**src/design/adr_pkg.sv**
```systemverilog
// package: constants and carriers for the analog module diagnostic record
package adr_pkg;

  // access selectors
  localparam logic [7:0] ADR_DS_FULL = 8'h01;
  localparam logic [7:0] ADR_DS_SHORT = 8'h00;
  localparam logic [15:0] ADR_IX_FULL = 16'h2f01;
  localparam logic [15:0] ADR_IX_SHORT = 16'h2f00;
  localparam logic [15:0] ADR_SX_INDEX = 16'h5005;
  localparam logic [7:0] ADR_SX_FIRST = 8'h02;
  localparam logic [7:0] ADR_SX_TICK = 8'h13;
  localparam int ADR_REC_BYTES = 20;
  localparam int ADR_SHORT_BYTES = 4;

  // byte offsets within the record
  localparam logic [4:0] ADR_OFS_SUMMARY = 5'h00;
  localparam logic [4:0] ADR_OFS_CLASS = 5'h01;
  localparam logic [4:0] ADR_OFS_INTERNAL = 5'h03;
  localparam logic [4:0] ADR_OFS_KIND = 5'h04;
  localparam logic [4:0] ADR_OFS_BITS = 5'h05;
  localparam logic [4:0] ADR_OFS_COUNT = 5'h06;
  localparam logic [4:0] ADR_OFS_GROUP = 5'h07;
  localparam logic [4:0] ADR_OFS_CH0 = 5'h08;
  localparam logic [4:0] ADR_OFS_CH1 = 5'h09;
  localparam logic [4:0] ADR_OFS_TICK = 5'h10;

  // constant descriptor values
  localparam logic [3:0] ADR_CLASS_ANALOG = 4'h5;
  localparam int ADR_CLASS_INFO_BIT = 4;
  localparam logic [6:0] ADR_KIND_AIN = 7'h71;
  localparam logic [7:0] ADR_BITS_PER_CH = 8'h08;
  localparam logic [7:0] ADR_CH_COUNT = 8'h02;

  // summary bit positions
  localparam int ADR_SUM_MODFAIL = 0;
  localparam int ADR_SUM_INTERR = 1;
  localparam int ADR_SUM_EXTERR = 2;
  localparam int ADR_SUM_CHANNEL_GROUP_ERRORS = 3;
  localparam int ADR_SUM_AUXMISS = 4;
  localparam int ADR_SUM_PARAM = 7;
  // internal diag and channel fault bit positions
  localparam int ADR_INT_BUFOVF = 3;
  localparam int ADR_INT_COMM = 4;
  localparam int ADR_CHF_CFG = 0;
  localparam int ADR_CHF_UNDER = 6;
  localparam int ADR_CHF_OVER = 7;

  localparam logic [7:0] ADR_BYTE_RST = 8'h00;
  localparam logic [31:0] ADR_TICK_RST = 32'h0000_0000;

  // access path selector
  typedef enum logic [1:0] {
    ADR_PATH_DS = 2'h0,
    ADR_PATH_IX = 2'h1,
    ADR_PATH_SX = 2'h2
  } adr_path_e;

  // module-level fault condition levels
  typedef struct packed {
    logic mod_fail;
    logic int_err;
    logic ext_err;
    logic aux_missing;
    logic param_err;
    logic buf_overflow;
    logic comm_err;
  } adr_mod_fault_s;

  // per channel fault condition levels
  typedef struct packed {
    logic cfg_err;
    logic under;
    logic over;
  } adr_ch_fault_s;

  // read request
  typedef struct packed {
    logic req;
    adr_path_e path;
    logic [15:0] selector;
    logic [7:0] sub;
    logic [4:0] offset;
  } adr_rd_req_s;

  // read answer
  typedef struct packed {
    logic valid;
    logic hit;
    logic [7:0] data;
  } adr_rd_rsp_s;

endpackage

```
**src/design/adr_diag_record.sv**
```systemverilog
// analog module diagnostic record: fault capture, tick stamp and read-out
//
// Contract
// - channel fault raises its indicator and record bits; module fault raises record bits only
// - no interrupt; record is polled only
// - record set 01h full, 00h first four
// - index 2f01h full, 2f00h first four
// - index 5005h, one subindex per field from 02h
// - summary bits 0-4 and 7 per error kind
// - internal byte bit 3 overflow, bit 4 comm
// - bits per channel reads 08h
// - channel count reads 02h
// - group error bits 0 and 1
// - channel fault bits 0, 6, 7
// - fault event captures the tick into stamp
// - 32-bit microsecond tick from zero, wraps
module adr_diag_record #(
  parameter int CLK_MHZ = 100
) (
  input wire logic sys_clk_i,
  input wire logic srst_i,
  input wire logic clk_en_i,
  input wire adr_pkg::adr_mod_fault_s mod_fault_i,
  input wire adr_pkg::adr_ch_fault_s [1:0] ch_fault_i,
  input wire adr_pkg::adr_rd_req_s rd_req_i,
  output adr_pkg::adr_rd_rsp_s rd_rsp_o,
  output logic [1:0] ch_led_o,
  output logic [31:0] tick_o
);
  import adr_pkg::*;

  // ------------------------------------------------------------
  // state
  // ------------------------------------------------------------
  localparam int US_DIV = CLK_MHZ;

  typedef struct packed {
    logic [7:0] pre;
    logic [31:0] tick;
    logic [7:0] summary;
    logic [7:0] internal;
    logic [7:0] group;
    logic [7:0] ch0;
    logic [7:0] ch1;
    logic [31:0] stamp;
    logic [1:0] led;
    logic any_prev;
    adr_rd_rsp_s rsp;
  } adr_state_s;

  adr_state_s s_q;
  adr_state_s s_d;

  logic [7:0] sum_n;
  logic [7:0] int_n;
  logic [7:0] grp_n;
  logic [7:0] ch0_n;
  logic [7:0] ch1_n;
  logic any_n;
  logic [4:0] idx;
  logic hit;
  logic [7:0] rbyte;

  // ------------------------------------------------------------
  // record byte lookup
  // ------------------------------------------------------------
  function automatic logic [7:0] rec_byte(input adr_state_s st, input logic [4:0] o);
    logic [7:0] b;
    b = 8'h00;
    case (o)
      ADR_OFS_SUMMARY: b = st.summary;
      ADR_OFS_CLASS: b = {3'h0, 1'b1, ADR_CLASS_ANALOG};
      ADR_OFS_INTERNAL: b = st.internal;
      ADR_OFS_KIND: b = {1'b0, ADR_KIND_AIN};
      ADR_OFS_BITS: b = ADR_BITS_PER_CH;
      ADR_OFS_COUNT: b = ADR_CH_COUNT;
      ADR_OFS_GROUP: b = st.group;
      ADR_OFS_CH0: b = st.ch0;
      ADR_OFS_CH1: b = st.ch1;
      ADR_OFS_TICK: b = st.stamp[7:0];
      ADR_OFS_TICK + 5'h01: b = st.stamp[15:8];
      ADR_OFS_TICK + 5'h02: b = st.stamp[23:16];
      ADR_OFS_TICK + 5'h03: b = st.stamp[31:24];
      default: b = 8'h00;
    endcase
    return b;
  endfunction

  // ------------------------------------------------------------
  // next state
  // ------------------------------------------------------------
  always_comb begin
    s_d = s_q;
    // channel fault layout, reserved bits zero
    ch0_n = 8'h00;
    ch0_n[ADR_CHF_CFG] = ch_fault_i[0].cfg_err;
    ch0_n[ADR_CHF_UNDER] = ch_fault_i[0].under;
    ch0_n[ADR_CHF_OVER] = ch_fault_i[0].over;
    ch1_n = 8'h00;
    ch1_n[ADR_CHF_CFG] = ch_fault_i[1].cfg_err;
    ch1_n[ADR_CHF_UNDER] = ch_fault_i[1].under;
    ch1_n[ADR_CHF_OVER] = ch_fault_i[1].over;
    grp_n = {6'h00, |ch1_n, |ch0_n};
    sum_n = 8'h00;
    sum_n[ADR_SUM_MODFAIL] = mod_fault_i.mod_fail;
    sum_n[ADR_SUM_INTERR] = mod_fault_i.int_err;
    sum_n[ADR_SUM_EXTERR] = mod_fault_i.ext_err;
    // channel error from any fault bit
    sum_n[ADR_SUM_CHANNEL_GROUP_ERRORS] = |grp_n;
    sum_n[ADR_SUM_AUXMISS] = mod_fault_i.aux_missing;
    sum_n[ADR_SUM_PARAM] = mod_fault_i.param_err;
    int_n = 8'h00;
    int_n[ADR_INT_BUFOVF] = mod_fault_i.buf_overflow;
    int_n[ADR_INT_COMM] = mod_fault_i.comm_err;
    any_n = |{sum_n, int_n};

    if (s_q.pre == 8'(US_DIV - 1)) begin
      s_d.pre = 8'h00;
      s_d.tick = s_q.tick + 32'h1;
    end else begin
      s_d.pre = s_q.pre + 8'h01;
    end

    // record reflects current fault levels, leds follow
    s_d.summary = sum_n;
    s_d.internal = int_n;
    s_d.group = grp_n;
    s_d.ch0 = ch0_n;
    s_d.ch1 = ch1_n;
    s_d.led = grp_n[1:0];
    s_d.any_prev = any_n;
    // stamp on the rise of a diagnostic event
    if (any_n && !s_q.any_prev) begin
      s_d.stamp = s_q.tick;
    end

    hit = 1'b0;
    idx = 5'h00;
    case (rd_req_i.path)
      ADR_PATH_DS: begin
        idx = rd_req_i.offset;
        if (rd_req_i.selector == {8'h00, ADR_DS_FULL}) begin
          hit = 32'(rd_req_i.offset) < ADR_REC_BYTES;
        end else if (rd_req_i.selector == {8'h00, ADR_DS_SHORT}) begin
          hit = 32'(rd_req_i.offset) < ADR_SHORT_BYTES;
        end
      end
      ADR_PATH_IX: begin
        idx = rd_req_i.offset;
        if (rd_req_i.selector == ADR_IX_FULL) begin
          hit = 32'(rd_req_i.offset) < ADR_REC_BYTES;
        end else if (rd_req_i.selector == ADR_IX_SHORT) begin
          hit = 32'(rd_req_i.offset) < ADR_SHORT_BYTES;
        end
      end
      ADR_PATH_SX: begin
        // single-byte fields sit one per subindex; tick field spans offset bytes
        if (rd_req_i.selector == ADR_SX_INDEX) begin
          if (rd_req_i.sub == ADR_SX_TICK) begin
            hit = rd_req_i.offset < 5'h04;
            idx = ADR_OFS_TICK + rd_req_i.offset;
          end else if (rd_req_i.sub >= ADR_SX_FIRST && rd_req_i.sub <= 8'h11) begin
            // reserved subindexes land on the zero bytes 2 and 10 to 15
            hit = rd_req_i.offset == 5'h00;
            idx = 5'(rd_req_i.sub - ADR_SX_FIRST);
          end
        end
      end
      default: hit = 1'b0;
    endcase
    rbyte = hit ? rec_byte(s_q, idx) : 8'h00;
    s_d.rsp.valid = rd_req_i.req;
    s_d.rsp.hit = rd_req_i.req & hit;
    s_d.rsp.data = rd_req_i.req ? rbyte : 8'h00;
  end

  // ------------------------------------------------------------
  // registers
  // ------------------------------------------------------------
  always_ff @(posedge sys_clk_i) begin
    if (srst_i) begin
      s_q <= '0;
    end else if (clk_en_i) begin
      s_q <= s_d;
    end
  end

  // no interrupt output exists; answers only on request
  assign rd_rsp_o = s_q.rsp;
  assign ch_led_o = s_q.led;
  assign tick_o = s_q.tick;
endmodule

```
**config.mk**
```make
export PLATFORM = sky130hd
export DESIGN_NAME = adr_diag_record
export DESIGN_NICKNAME = d
export VERILOG_FILES = /design/src/design/adr_pkg.sv /design/src/design/adr_diag_record.sv
export SDC_FILE = /design/constraint.sdc
export NUM_CORES = 1
export LEC_CHECK = 0
export CORE_UTILIZATION = 50
export CTS_CLUSTER_DIAMETER = 150
export DETAILED_ROUTE_END_ITERATION = 10
export DONT_BUFFER_PORTS = 1
export PLACE_DENSITY = 0.66
export SLEW_MARGIN = 10
export SYNTH_ARGS = -nofsm -noshare
export SYNTH_HDL_FRONTEND = slang
export SYNTH_SLANG_ARGS = --single-unit
```
**constraint.sdc**
```tcl
create_clock -name sys_clk_i -period 6.37 [get_ports sys_clk_i]
set_input_delay 0.637 -clock sys_clk_i [delete_from_list [all_inputs] [get_ports sys_clk_i]]
set_output_delay 0.637 -clock sys_clk_i [all_outputs]
set_load 0.05 [all_outputs]
```
Word-level counts from Yosys, hierarchy flattened
Cells that the tools add are included.

Bits in registers: 99. Input bits: 48. Output and inout bits: 44. Logic and storage cells: 72.

Add/sub/neg operators: 4. Magnitude comparators: 5. Eq/ne operators: 20. Multiplexer cells: 16. Bitwise logic cells: 1. Reduce and logical (&&, ||, !) cells: 14.

Operators with widths (number): $pmux W8 S13 (1); $add A32 B1 Y32 const B (1); $eq A16 B14 Y1 const B (2); $mux W8 (3); $eq A5 B3 Y1 const B (4); $eq A5 B5 Y1 const B (4); $eq A16 B1 Y1 const B (1); $eq A16 B15 Y1 const B (1); $logic_not A16 Y1 (1); $mux W5 (3); $reduce_or A13 Y1 (1); $eq A5 B4 Y1 const B (2); $logic_not A5 Y1 (2); $lt A5 B3 Y1 const B (2); $pmux W5 S2 (1); $add A8 B1 Y8 const B (1); $eq A8 B5 Y1 const B (1); $eq A8 B7 Y1 const B (1); $ge A8 B2 Y1 const B (1); $le A8 B5 Y1 const B (1); $mux W1 (7); $reduce_or A3 Y1 (2); $reduce_or A6 Y1 (1); $add A5 B5 Y5 const A (1); other kinds (13) (15).

Longest topological paths before layout
Gate-level depths: netlist of run 1.

Depth after elaboration: 10. Depth in mapped cells: 10. Gate-level depth less buffers: 9.

Least setup slack after synthesis of run 1
OpenSTA, ideal clock, no wires.

Kind: input to register. Start: input port rd_req_i[17] in the netlist's numbering. End: register s_q (netlist bit rd_rsp_o[1]). Arrival: 2.857 ns. Slack: 3.381 ns. Stages: 9. Buffers on the path: 1. Cell sequence: or4_4 nand4b_4 o31ai_4 a21o_2 buf_6 mux2_2 a22o_1 o21bai_1 a21oi_1.

Longest elaborated chain between the ends: 7.

Ends and longest elaborated chain: start, declared (RTL line adr_diag_record.sv:25) `input wire adr_pkg::adr_rd_req_s rd_req_i,`; $eq A16 B15 Y1 (RTL line adr_diag_record.sv:158) `if (rd_req_i.selector == ADR_SX_INDEX) begin`; $mux W5 (RTL line adr_diag_record.sv:158); $pmux W5 S2 (RTL line adr_diag_record.sv:139) `case (rd_req_i.path)`; $eq A5 B5 Y1 (tied with other cells) (RTL line adr_diag_record.sv:70) `case (o)`; $pmux W8 S13 (RTL line adr_diag_record.sv:70); $mux W8 * (RTL line adr_diag_record.sv:171) `rbyte = hit ? rec_byte(s_q, idx) : 8'h00;`; $mux W8 * (RTL line adr_diag_record.sv:174) `s_d.rsp.data = rd_req_i.req ? rbyte : 8'h00;`; end signal, assigned (RTL line adr_diag_record.sv:182) `s_q <= '0;`; end signal, assigned (RTL line adr_diag_record.sv:184) `s_q <= s_d;`; end, declared (RTL line adr_diag_record.sv:51) `adr_state_s s_q;`.

Mark *: on every way between the ends. The rest lies on a longest branch, timed or not. A chain may end at the register's enable or synchronous reset.

Worst setup path in the final report of run 1
Start: input port rd_req_i[17] in the netlist's numbering. End: register s_q (netlist bit rd_rsp_o[5]).

Same word-level chain as after synthesis.

==> impl_metrics.json, run 1 <==
{
  "critPathKind": "input pin to flip-flop",
  "syn_to_final_growth_pct": -1.25,
  "ys_ff_latch": 99,
  "synth_edf_count": 0,
  "p_sw_mw": 0.267,
  "via_count": 3942,
  "cts_tree": "built",
  "p_total_mw": 1.15,
  "htreeDepth": 3,
  "cp_cell_sequence": "or4_4 > nand4b_4 > o31ai_4 > a21o_2 > mux2_2 > a221oi_1 > o22ai_1 > nor2b_1",
  "setup_violations": 0,
  "final_area_mm2": 0.00503,
  "rsz0062_at_grt": "false",
  "dpl.cell_count": 664,
  "cellLeakagePower_nw": 1.81,
  "coreArea_mm2": 0.00982,
  "critPathBufInv": 0,
  "cts-resized-gates": 0,
  "grt_max_degree": 101,
  "port_buffers": 0,
  "synth_area_leaders": "dfxtp_1, nand2_1, buf_4",
  "clock.fmax_ghz": 0.331,
  "cts_buffers": 9,
  "slowest_delay_ns": 0.52,
  "multi_input_area_mm2": 0.00264,
  "die_x_um": 103,
  "crit_required_ns": 6.65,
  "antenna_found_initial": 0,
  "clock_skew_ns": 0.0123,
  "insertion_delay_ns": 0.37,
  "seq_area_mm2": 0.00198,
  "r2r_slack_ns": 3.47,
  "synth_top_area_frac": 0.389,
  "cp_slowest_cell": "or4_4",
  "min_period_ns": 3.02,
  "ioPinCount": 92,
  "pre_cts_ws_ns": 2.94,
  "yosysTopAreaCell": "dfxtp_1",
  "p_int_mw": 0.885,
  "grtUsageTotal": 0.215,
  "cts_root_buffer": "clkbuf_8",
  "fill_cells": 983,
  "rows": 36,
  "synthArstFlopShare": 0,
  "drt-initial-drc-count": 138,
  "clkPwrFrac": 0.393,
  "cap_violations": 0,
  "diodes": 0,
  "holdPathStages": 1,
  "pwr-share-seq": 0.554,
  "ys_seq_area_frac": 0.389,
  "drtPass1Iterations": 4,
  "grt_pass1_wl_mm": 17.5,
  "switching_share": 0.232,
  "dpl-instance-area_mm2": 0.00481,
  "grt_pass1_vias": 3670,
  "ctsHoldBuffers": 0,
  "finalHoldViolCount": 0,
  "utilization": 0.513,
  "p_comb_frac": 0.053,
  "outcome": "finished, final reports clean",
  "clkTransAtPathRegs_ns": 0.10,
  "wl_per_cell_um": 16.4,
  "wirelength_mm": 11.2,
  "drc": 0,
  "chipHeight_um": 103,
  "synthDistinctLibCells": 65,
  "synth_area_mm2": 0.00510,
  "viasPerCell": 5.80,
  "critPathCaptureType": "flip-flop",
  "cp.arrival_ns": 3.30,
  "tightest_slew_ns": 0.779,
  "post_cts_buffers": 0,
  "start_util": 0.519,
  "avgSynthCellArea_um2": 8.47,
  "path_delay_family": "compound AO/OA/AOI/OAI gates",
  "fin_setup_tns_ns": 0,
  "vdd_ir_drop_max_mv": 0.0897,
  "overflow": 0,
  "ys.flop_type": "dfxtp_1",
  "syn_nets": 653,
  "max_slew_margin": 0.478,
  "die-area_mm2": 0.0106,
  "ys_warn_count": 0,
  "critPathMaxFanout": 23,
  "final.setup.worst_slack_ns": 3.35,
  "hpwl_mm": 7.94,
  "nNetsFinal": 593,
  "gp_congestion": 0.822,
  "netlist_instances": 602,
  "reg2reg_depth": 8,
  "cts.path.max_buffers": 2,
  "path_depth": 8,
  "cp-start-kind": "input pin",
  "worstHoldPathType": "input pin to flip-flop",
  "fin_crit_sh": 0.474,
  "finalMaxSlewViolations": 0,
  "numClockSinks": 99,
  "drive_gt1_frac": 0.0823,
  "detail-route-antenna-nets": 0,
  "whs_ns": 0.324,
  "power.density_mw_per_mm2": 229,
  "final_cells": 680
}
layer usage:
metal  up-vias  wire [µm]  GRT usage
li1       1935          -          -
met1      1857       4970      0.269
met2       134       5010      0.343
met3        16        963     0.0719
met4         0        201     0.0813
met5         -          0          0
cell usage in the layout, fill, tap and decap left out, types with 3 or more instances in the layout:
| cell | count |
|---|---|
| xnor2_1 | 10 |
| nand2_1 | 97 |
| a211oi_1 | 3 |
| xor2_1 | 25 |
| nor4_1 | 7 |
| o21ai_0 | 11 |
| nand3_1 | 12 |
| nor3_1 | 15 |
| and3_1 | 12 |
| and4_1 | 7 |
| nor2b_1 | 5 |
| a21o_1 | 5 |
| or3_1 | 5 |
| inv_1 | 4 |
| ha_1 | 3 |
| mux2i_1 | 17 |
| nand4_1 | 9 |
| a22oi_1 | 5 |
| a21oi_1 | 54 |
| nand2b_1 | 9 |
| clkbuf_8 | 10 |
| and2_1 | 3 |
| mux2_2 | 11 |
| dfxtp_1 | 99 |
| nor2_1 | 56 |
worst reg2reg max path, stage by stage (launching register included):
cell,delay (ns)
dfxtp_1,0.77
nand4_1,0.22
nor4_1,0.60
and3_1,0.33
nand2_1,0.13
nor2_1,0.21
nand2_1,0.12
or3_1,0.31
a21oi_1,0.13
flip-flops by register name, indices dropped and copies added, names as in the netlist:
register  count
s_q          55
tick_o       32
rd_rsp_o     10
ch_led_o      2
power groups by stage:
stage          Combinational [mW]  Sequential [mW]  Clock (mW)
2_1_floorplan              0.0730            0.645           0
3_3_place_gp               0.0588            0.653           0
4_1_cts                    0.0609            0.638       0.461
6_report                   0.0608            0.638       0.453
3_5_place_dp               0.0606            0.653           0
5_1_grt                    0.0671            0.640       0.482
worst paths after layout:
check	from	endpoint
worst max-delay path	rd_req_i[17]	rd_rsp_o[5]
worst min register to register	s_q[42]	s_q[42]
worst min-delay path	srst_i	tick_o[16]
worst max register to register	tick_o[2]	tick_o[29]
synth_stat cells (all sizes together) (2+ instances only):
library cell  number
buf               53
or4                3
mux2              12
a31oi              2
ha                 3
mux2i             17
and4               7
dfxtp             99
inv                4
o21bai             2
and3              12
nand2b             9
nor3              17
xnor2             10
o21ai             13
clkbuf            19
and2               3
nand4              9
o2111ai            2
o41a               2
nand3             12
o41ai              2
nand2             97
or3b               2
a2111oi            2
or3                6
a21o               7
nor2b              5
xor2              25
a21oi             55
nor4               7
o31ai              2
a22o               2
a211oi             3
a22oi              5
nor2              56
logic make-up after synthesis:
family / after synthesis / share of synthesized area
AOI/OAI and AO/OA: 109 / 0.148
xor gates and xnor gates: 35 / 0.0601
adders and majority gates: 3 / 0.00736
buffers and inverters: 76 / 0.0950
DFF: 99 / 0.389
muxes: 29 / 0.0599
and+or+nand+nor: 251 / 0.240
layout make-up:
| type | instances | area share |
|---|---|---|
| sequential | 99 | 0.394 |
| timing repair buffer | 1 | 0.00149 |
| inverter | 4 | 0.00298 |
| multi-input combinational | 427 | 0.524 |
| clock buffer | 10 | 0.0273 |
| tap | 133 | 0.0331 |
| clock inverter | 6 | 0.0176 |
Power figures use the tool's default switching activity.
==> inputs of run 2 (changes only) <==
--- a/config.mk
+++ b/config.mk
@@ -5,11 +5,12 @@
 export SDC_FILE = /design/constraint.sdc
 export NUM_CORES = 1
 export LEC_CHECK = 0
+export ABC_AREA = 1
 export CORE_UTILIZATION = 50
 export CTS_CLUSTER_DIAMETER = 150
 export DETAILED_ROUTE_END_ITERATION = 10
 export DONT_BUFFER_PORTS = 1
-export PLACE_DENSITY = 0.66
+export PLACE_DENSITY = 0.69
 export SLEW_MARGIN = 10
 export SYNTH_ARGS = -nofsm -noshare
 export SYNTH_HDL_FRONTEND = slang
==> constraint.sdc (replaced) <==
create_clock -name sys_clk_i -period 2.7 [get_ports sys_clk_i]
set_input_delay 0.27 -clock sys_clk_i [delete_from_list [all_inputs] [get_ports sys_clk_i]]
set_output_delay 0.27 -clock sys_clk_i [all_outputs]
set_load 0.05 [all_outputs]
==> run 2 against run 1 <==
Effect of this change:
- synthesized cell count rose by 39%
- largest cell class unchanged
- highest routed layer unchanged
- utilization rose by 2.2 points
- global-route usage rose by 3.0 points
- register-to-register slack got worse by 3.2 ns
- power rose by 130%
- cell area rose by 16%
- critical endpoint is now tick_o[27]
- area after synthesis rose by 9.9%
- sequential power rose by 140%
==> impl_metrics.json, run 2 <==
{
  "outcome": "finished, final reports clean",
  "diodes": 0,
  "drc": 0,
  "detail-route-antenna-nets": 0,
  "synth.most_common_cell": "nand2_1",
  "power.density_mw_per_mm2": 459,
  "grt_pass1_wl_mm": 22.2,
  "overflow": 0,
  "synth_area_mm2": 0.00560,
  "synthArstFlopShare": 0,
  "finalHoldViolCount": 0,
  "drive_gt1_frac": 0.115,
  "cts_buffers": 9,
  "netlist_instances": 835,
  "htreeDepth": 3,
  "syn_to_final_growth_pct": 3.82,
  "insertion_delay_ns": 0.36,
  "ys_warn_count": 0,
  "coreArea_mm2": 0.0109,
  "synth_edf_count": 0,
  "tightest_slew_ns": 0.796,
  "vdd_ir_drop_max_mv": 0.224,
  "min_from": "ch_fault_i[5]",
  "critPathKind": "flip-flop to flip-flop",
  "ys.flop_type": "dfxtp_1",
  "critical_path.startpoint": "s_q[118]",
  "regMostFlops": "s_q",
  "start_util": 0.515,
  "viasPerCell": 5.31,
  "cts_tree": "built",
  "synth_area_leaders": "dfxtp_1, nand2_1, inv_1",
  "ioPinCount": 92,
  "numClockSinks": 99,
  "yosysTopAreaCell": "dfxtp_1",
  "grt_pass1_vias": 4745,
  "critPathBufInv": 1,
  "grtUsageTotal": 0.245,
  "met2_usage": 0.415,
  "path_delay_family": "simple AND/OR/NAND/NOR gates",
  "final_cell_mix": "nand2_1, inv_1, nor2_1",
  "wl_per_cell_um": 14.6,
  "slowest_delay_ns": 0.39,
  "wirelength_mm": 14.0,
  "gp_congestion": 0.941,
  "largest_register_ffs": 55,
  "drtPass1Iterations": 5,
  "whs_ns": 0.0372,
  "cp.arrival_ns": 2.68,
  "die_x_um": 108,
  "max_slew_margin": 0.469,
  "cp-start-kind": "flip-flop",
  "worstHoldPathType": "input pin to flip-flop",
  "cts-resized-gates": 0,
  "gr-usage-met1": 0.307,
  "multi_input_area_mm2": 0.00272,
  "avgSynthCellArea_um2": 6.71,
  "fin_crit_sh": 0.882,
  "clock_skew_ns": 0.00774,
  "ys_seq_area_frac": 0.354,
  "drt-initial-drc-count": 353,
  "port_buffers": 0,
  "min_period_ns": 2.38,
  "rows": 38,
  "fill_cells": 1062,
  "nNetsFinal": 866,
  "hpwl_mm": 10.7,
  "final_area_mm2": 0.00582,
  "via_count": 5097,
  "ys_ff_latch": 99,
  "syn_nets": 886,
  "cellLeakagePower_nw": 2.37,
  "synth_top_area_frac": 0.354,
  "cp_cell_sequence": "ha_1 > nand2_1 > nor2_2 > nand4_4 > inv_2 > nand4_2 > nor2_2 > nand2_1 > nor2_2 > nand3_2 > nor3_2 > nand2_1 > a21oi_1",
  "dpl-instance-area_mm2": 0.00562,
  "critPathCaptureType": "flip-flop",
  "finalMaxSlewViolations": 0,
  "die-area_mm2": 0.0116,
  "fin_setup_tns_ns": 0,
  "rsz0062_at_grt": "false",
  "cap_violations": 0,
  "ys_top_cells_by_count": "nand2_1, inv_1, nor2_1",
  "chipHeight_um": 108,
  "r2r_start": "s_q[118]",
  "clkTransAtPathRegs_ns": 0.09,
  "cts.path.max_buffers": 2,
  "use_met3": 0.0424,
  "final_common_cell": "nand2_1",
  "clock.fmax_ghz": 0.420,
  "grt_max_degree": 65,
  "crit_required_ns": 3.00,
  "antenna_found_initial": 0,
  "cts_root_buffer": "clkbuf_8",
  "top_usage_layer": "met2",
  "cp_slowest_cell": "dfxtp_1",
  "seq_area_mm2": 0.00198,
  "setup_violations": 0,
  "critPathMaxFanout": 11,
  "synthDistinctLibCells": 44
}
==> run 2: cell count changes after synthesis, sizes merged, moves of 19 or more <==
cell and change:
nand2 +49, inv +116, a21oi +19, nor2 +69
nand3 +35, o21ai +60
==> run 2: path summary, 6_finish.rpt <==
path	depth (start not counted)	slack (ns)	to
min	2	0.04	s_q[45]
max	13	0.32	tick_o[27]
min reg2reg	2	0.45	s_q[29]
max reg2reg	13	0.32	tick_o[27]
==> run 2: layout make-up <==
type | count | share of cell area
sequential | 99 | 0.341
timing repair buffer | 39 | 0.0551
multi-input combinational | 546 | 0.467
clock inverter | 4 | 0.00452
inverter | 120 | 0.0774
tap | 140 | 0.0301
clock buffer | 12 | 0.0250
==> run 2: cells by family after synthesis <==
family,count (synthesis),share of synthesized area
compound gates,159,0.151
xor+xnor,12,0.0188
fa+ha+maj,3,0.00670
buf+inv,190,0.161
flops,99,0.354
simple gates,372,0.309
==> run 2: through the flow <==
step | setup WS [ns] | std cells | utilization | total power [mW]
2_1_floorplan | 0.756 | 835 | - | 1.78
3_3_place_gp | 0.480 | 942 | 0.516 | 1.82
3_5_place_dp | 0.388 | 942 | 0.516 | 1.83
4_1_cts | 0.374 | 960 | 0.534 | 2.69
5_1_grt | 0.0613 | 960 | 0.534 | 2.79
6_report | 0.318 | 960 | 0.534 | 2.67
==> run 2: routing by layer <==
layer,wire [µm],share of wire
met1,6260,0.45
met2,6610,0.47
met3,841,0.060
met4,300,0.021
met5,0,0
==> run 2: repair_timing <==
action / in CTS / in global routing
hold endpoints to repair: 31 / 0
setup buffers: 0 / 0
hold buffers: 2 / 0
==> run 2: worst register-to-register path, cell delays in order (launching register included) <==
cell     delay [ns]
dfxtp_1        0.39
ha_1           0.19
nand2_1        0.07
nor2_2         0.12
nand4_4        0.14
inv_2          0.20
nand4_2        0.13
nor2_2         0.17
nand2_1        0.12
nor2_2         0.14
nand3_2        0.13
nor3_2         0.24
nand2_1        0.12
a21oi_1        0.16
==> run 2: report_power, final <==
part           internal (mW)  total [mW]  switching, mW  leakage, nW
combinational         0.0851       0.256          0.170         1.48
clock                  0.360       0.867          0.507       0.0863
sequential              1.51        1.55         0.0381        0.808
==> inputs of run 3 (changes only) <==
--- a/config.mk
+++ b/config.mk
@@ -11,6 +11,7 @@
 export DETAILED_ROUTE_END_ITERATION = 10
 export DONT_BUFFER_PORTS = 1
 export PLACE_DENSITY = 0.69
+export RECOVER_POWER = 100
 export SLEW_MARGIN = 10
 export SYNTH_ARGS = -nofsm -noshare
 export SYNTH_HDL_FRONTEND = slang
==> run 3 against run 2 <==
Effect of this change:
- critical path depth shrank 3
- cell area shrank 2.6%
- worst setup slack lost 0.12 ns
- hold slack lost 0.00065 ns
- non-clock buffer count is the same
- power shrank 0.21%
- combinational power shrank 2%
- highest routed layer unchanged
==> impl_metrics.json, run 3 (synthesized netlist as in run 2, its figures left out) <==
{
  "drive_gt1_frac": 0.0683,
  "final_cell_mix": "nand2_1, inv_1, nor2_1",
  "holdPathEnd": "s_q[45]",
  "worstHoldPathType": "input pin to flip-flop",
  "final_common_cell": "nand2_1",
  "pwr-share-seq": 0.581,
  "critPathCaptureType": "flip-flop",
  "p_sw_mw": 0.714,
  "tightest_slew_ns": 1.02,
  "grt_pass1_vias": 4745,
  "fin_crit_sh": 0.925,
  "coreArea_mm2": 0.0109,
  "wl_per_cell_um": 14.6,
  "cap_violations": 0,
  "cp.arrival_ns": 2.78,
  "die_x_um": 108,
  "drc": 0,
  "cp-start-kind": "flip-flop",
  "via_count": 5121,
  "wirelength_mm": 14.0,
  "rows": 38,
  "outcome": "finished, final reports clean",
  "cellLeakagePower_nw": 2.23,
  "die-area_mm2": 0.0116,
  "drtPass1Iterations": 5,
  "chipHeight_um": 108,
  "grt_max_degree": 65,
  "finalHoldViolCount": 0,
  "htreeDepth": 3,
  "detail-route-antenna-nets": 0,
  "p_total_mw": 2.67,
  "setup_violations": 0,
  "clkTransAtPathRegs_ns": 0.09,
  "reg2reg_depth": 10,
  "p_int_mw": 1.95,
  "regMostFlops": "s_q",
  "holdPathStages": 2,
  "power.density_mw_per_mm2": 471,
  "r2r_start": "tick_o[15]",
  "diodes": 0,
  "regToRegEndpoint": "tick_o[29]",
  "syn_to_final_growth_pct": 1.09,
  "overflow": 0,
  "clkPwrFrac": 0.325,
  "cts.path.max_buffers": 2,
  "clock_skew_ns": 0.00807,
  "max_slew_margin": 0.319,
  "start_util": 0.515,
  "port_buffers": 0,
  "min_period_ns": 2.50,
  "rsz0062_at_grt": "false",
  "viasPerCell": 5.33,
  "gp_congestion": 0.941,
  "critPathKind": "flip-flop to flip-flop",
  "cts_buffers": 9,
  "min_from": "ch_fault_i[5]",
  "ioPinCount": 92,
  "hpwl_mm": 10.7,
  "drt-initial-drc-count": 382,
  "switching_share": 0.268,
  "vdd_ir_drop_max_mv": 0.222,
  "cts_root_buffer": "clkbuf_8",
  "p_comb_frac": 0.094,
  "final_cells": 960,
  "grt_pass1_wl_mm": 22.2,
  "clock.fmax_ghz": 0.400,
  "grtUsageTotal": 0.245,
  "dpl.cell_count": 942,
  "crit_required_ns": 2.99,
  "largest_register_ffs": 55,
  "r2r_slack_ns": 0.20,
  "numClockSinks": 99,
  "cts_tree": "built",
  "critPathMaxFanout": 5,
  "antenna_found_initial": 0,
  "insertion_delay_ns": 0.36,
  "finalMaxSlewViolations": 0,
  "nNetsFinal": 866,
  "fin_setup_tns_ns": 0
}
run 3: changes by cell type in the layout (fill, tap and decap cells not counted), sizes merged:
cell,before,now
buf,38,4
clkbuf,12,46
run 3: area by class of cell:
cell class	instances	area [µm²]
clock inverter	4	26.3
inverter	120	450
clock buffer	12	145
sequential	99	1980
tap	140	175
timing repair buffer	39	181
multi-input combinational	546	2700
fill	1106	5220
run 3: worst max path at each step:
stage | from | slack, ns | cells after the start | end
6_report | tick_o[15] | 0.20 | 10 | tick_o[29]
5_1_grt | tick_o[15] | 0.04 | 10 | tick_o[29]
4_1_cts | s_q[118] | 0.37 | 13 | tick_o[23]
3_5_place_dp | rd_req_i[6] | 0.39 | 17 | rd_rsp_o[3]
3_3_place_gp | rd_req_i[6] | 0.48 | 17 | rd_rsp_o[3]
2_1_floorplan | s_q[117] | 0.76 | 13 | tick_o[23]
run 3: timing repair:
item | in CTS | in global routing
hold endpoints to repair | 31 | 0
hold buffers | 2 | 0
resized for setup | 0 | 0
buffers inserted | 0 | 0
run 3: metrics by stage:
step / setup slack (ns) / instance area (µm²) / hold WS (ns) / util
2_1_floorplan: 0.756 / 5600 / 0.405 / -
3_3_place_gp: 0.480 / 5620 / 0.341 / 0.516
3_5_place_dp: 0.388 / 5620 / 0.340 / 0.516
4_1_cts: 0.374 / 5820 / 0.0253 / 0.534
5_1_grt: 0.0388 / 5660 / 0.0195 / 0.520
6_report: 0.203 / 5660 / 0.0366 / 0.520
run 3: critical path, stage by stage (launching register included):
cell,delay [ns]
dfxtp_1,0.32
clkbuf_1,0.62
inv_1,0.15
nor3_1,0.21
clkbuf_1,0.20
nand2_1,0.10
nor4_1,0.27
nand3_1,0.15
xnor2_1,0.17
nand2_1,0.08
a21oi_1,0.16
run 3: power by group through the flow:
stage	Sequential, mW	Clock, mW	Combinational [mW]
final	1.55	0.866	0.251
after global routing	1.56	0.944	0.285
after CTS	1.55	0.888	0.256
after detailed placement	1.58	0	0.242
after global placement	1.58	0	0.236
after floorplan	1.56	0	0.220
run 3: metal layers:
layer / routed length (µm) / vias up / share of wire / GRT usage
met4: 284 / 0 / 0.020 / 0.0988
met1: 6320 / 2329 / 0.45 / 0.307
met3: 877 / 22 / 0.063 / 0.0424
li1: - / 2614 / - / -
met2: 6510 / 156 / 0.47 / 0.415
met5: 0 / - / 0 / 0
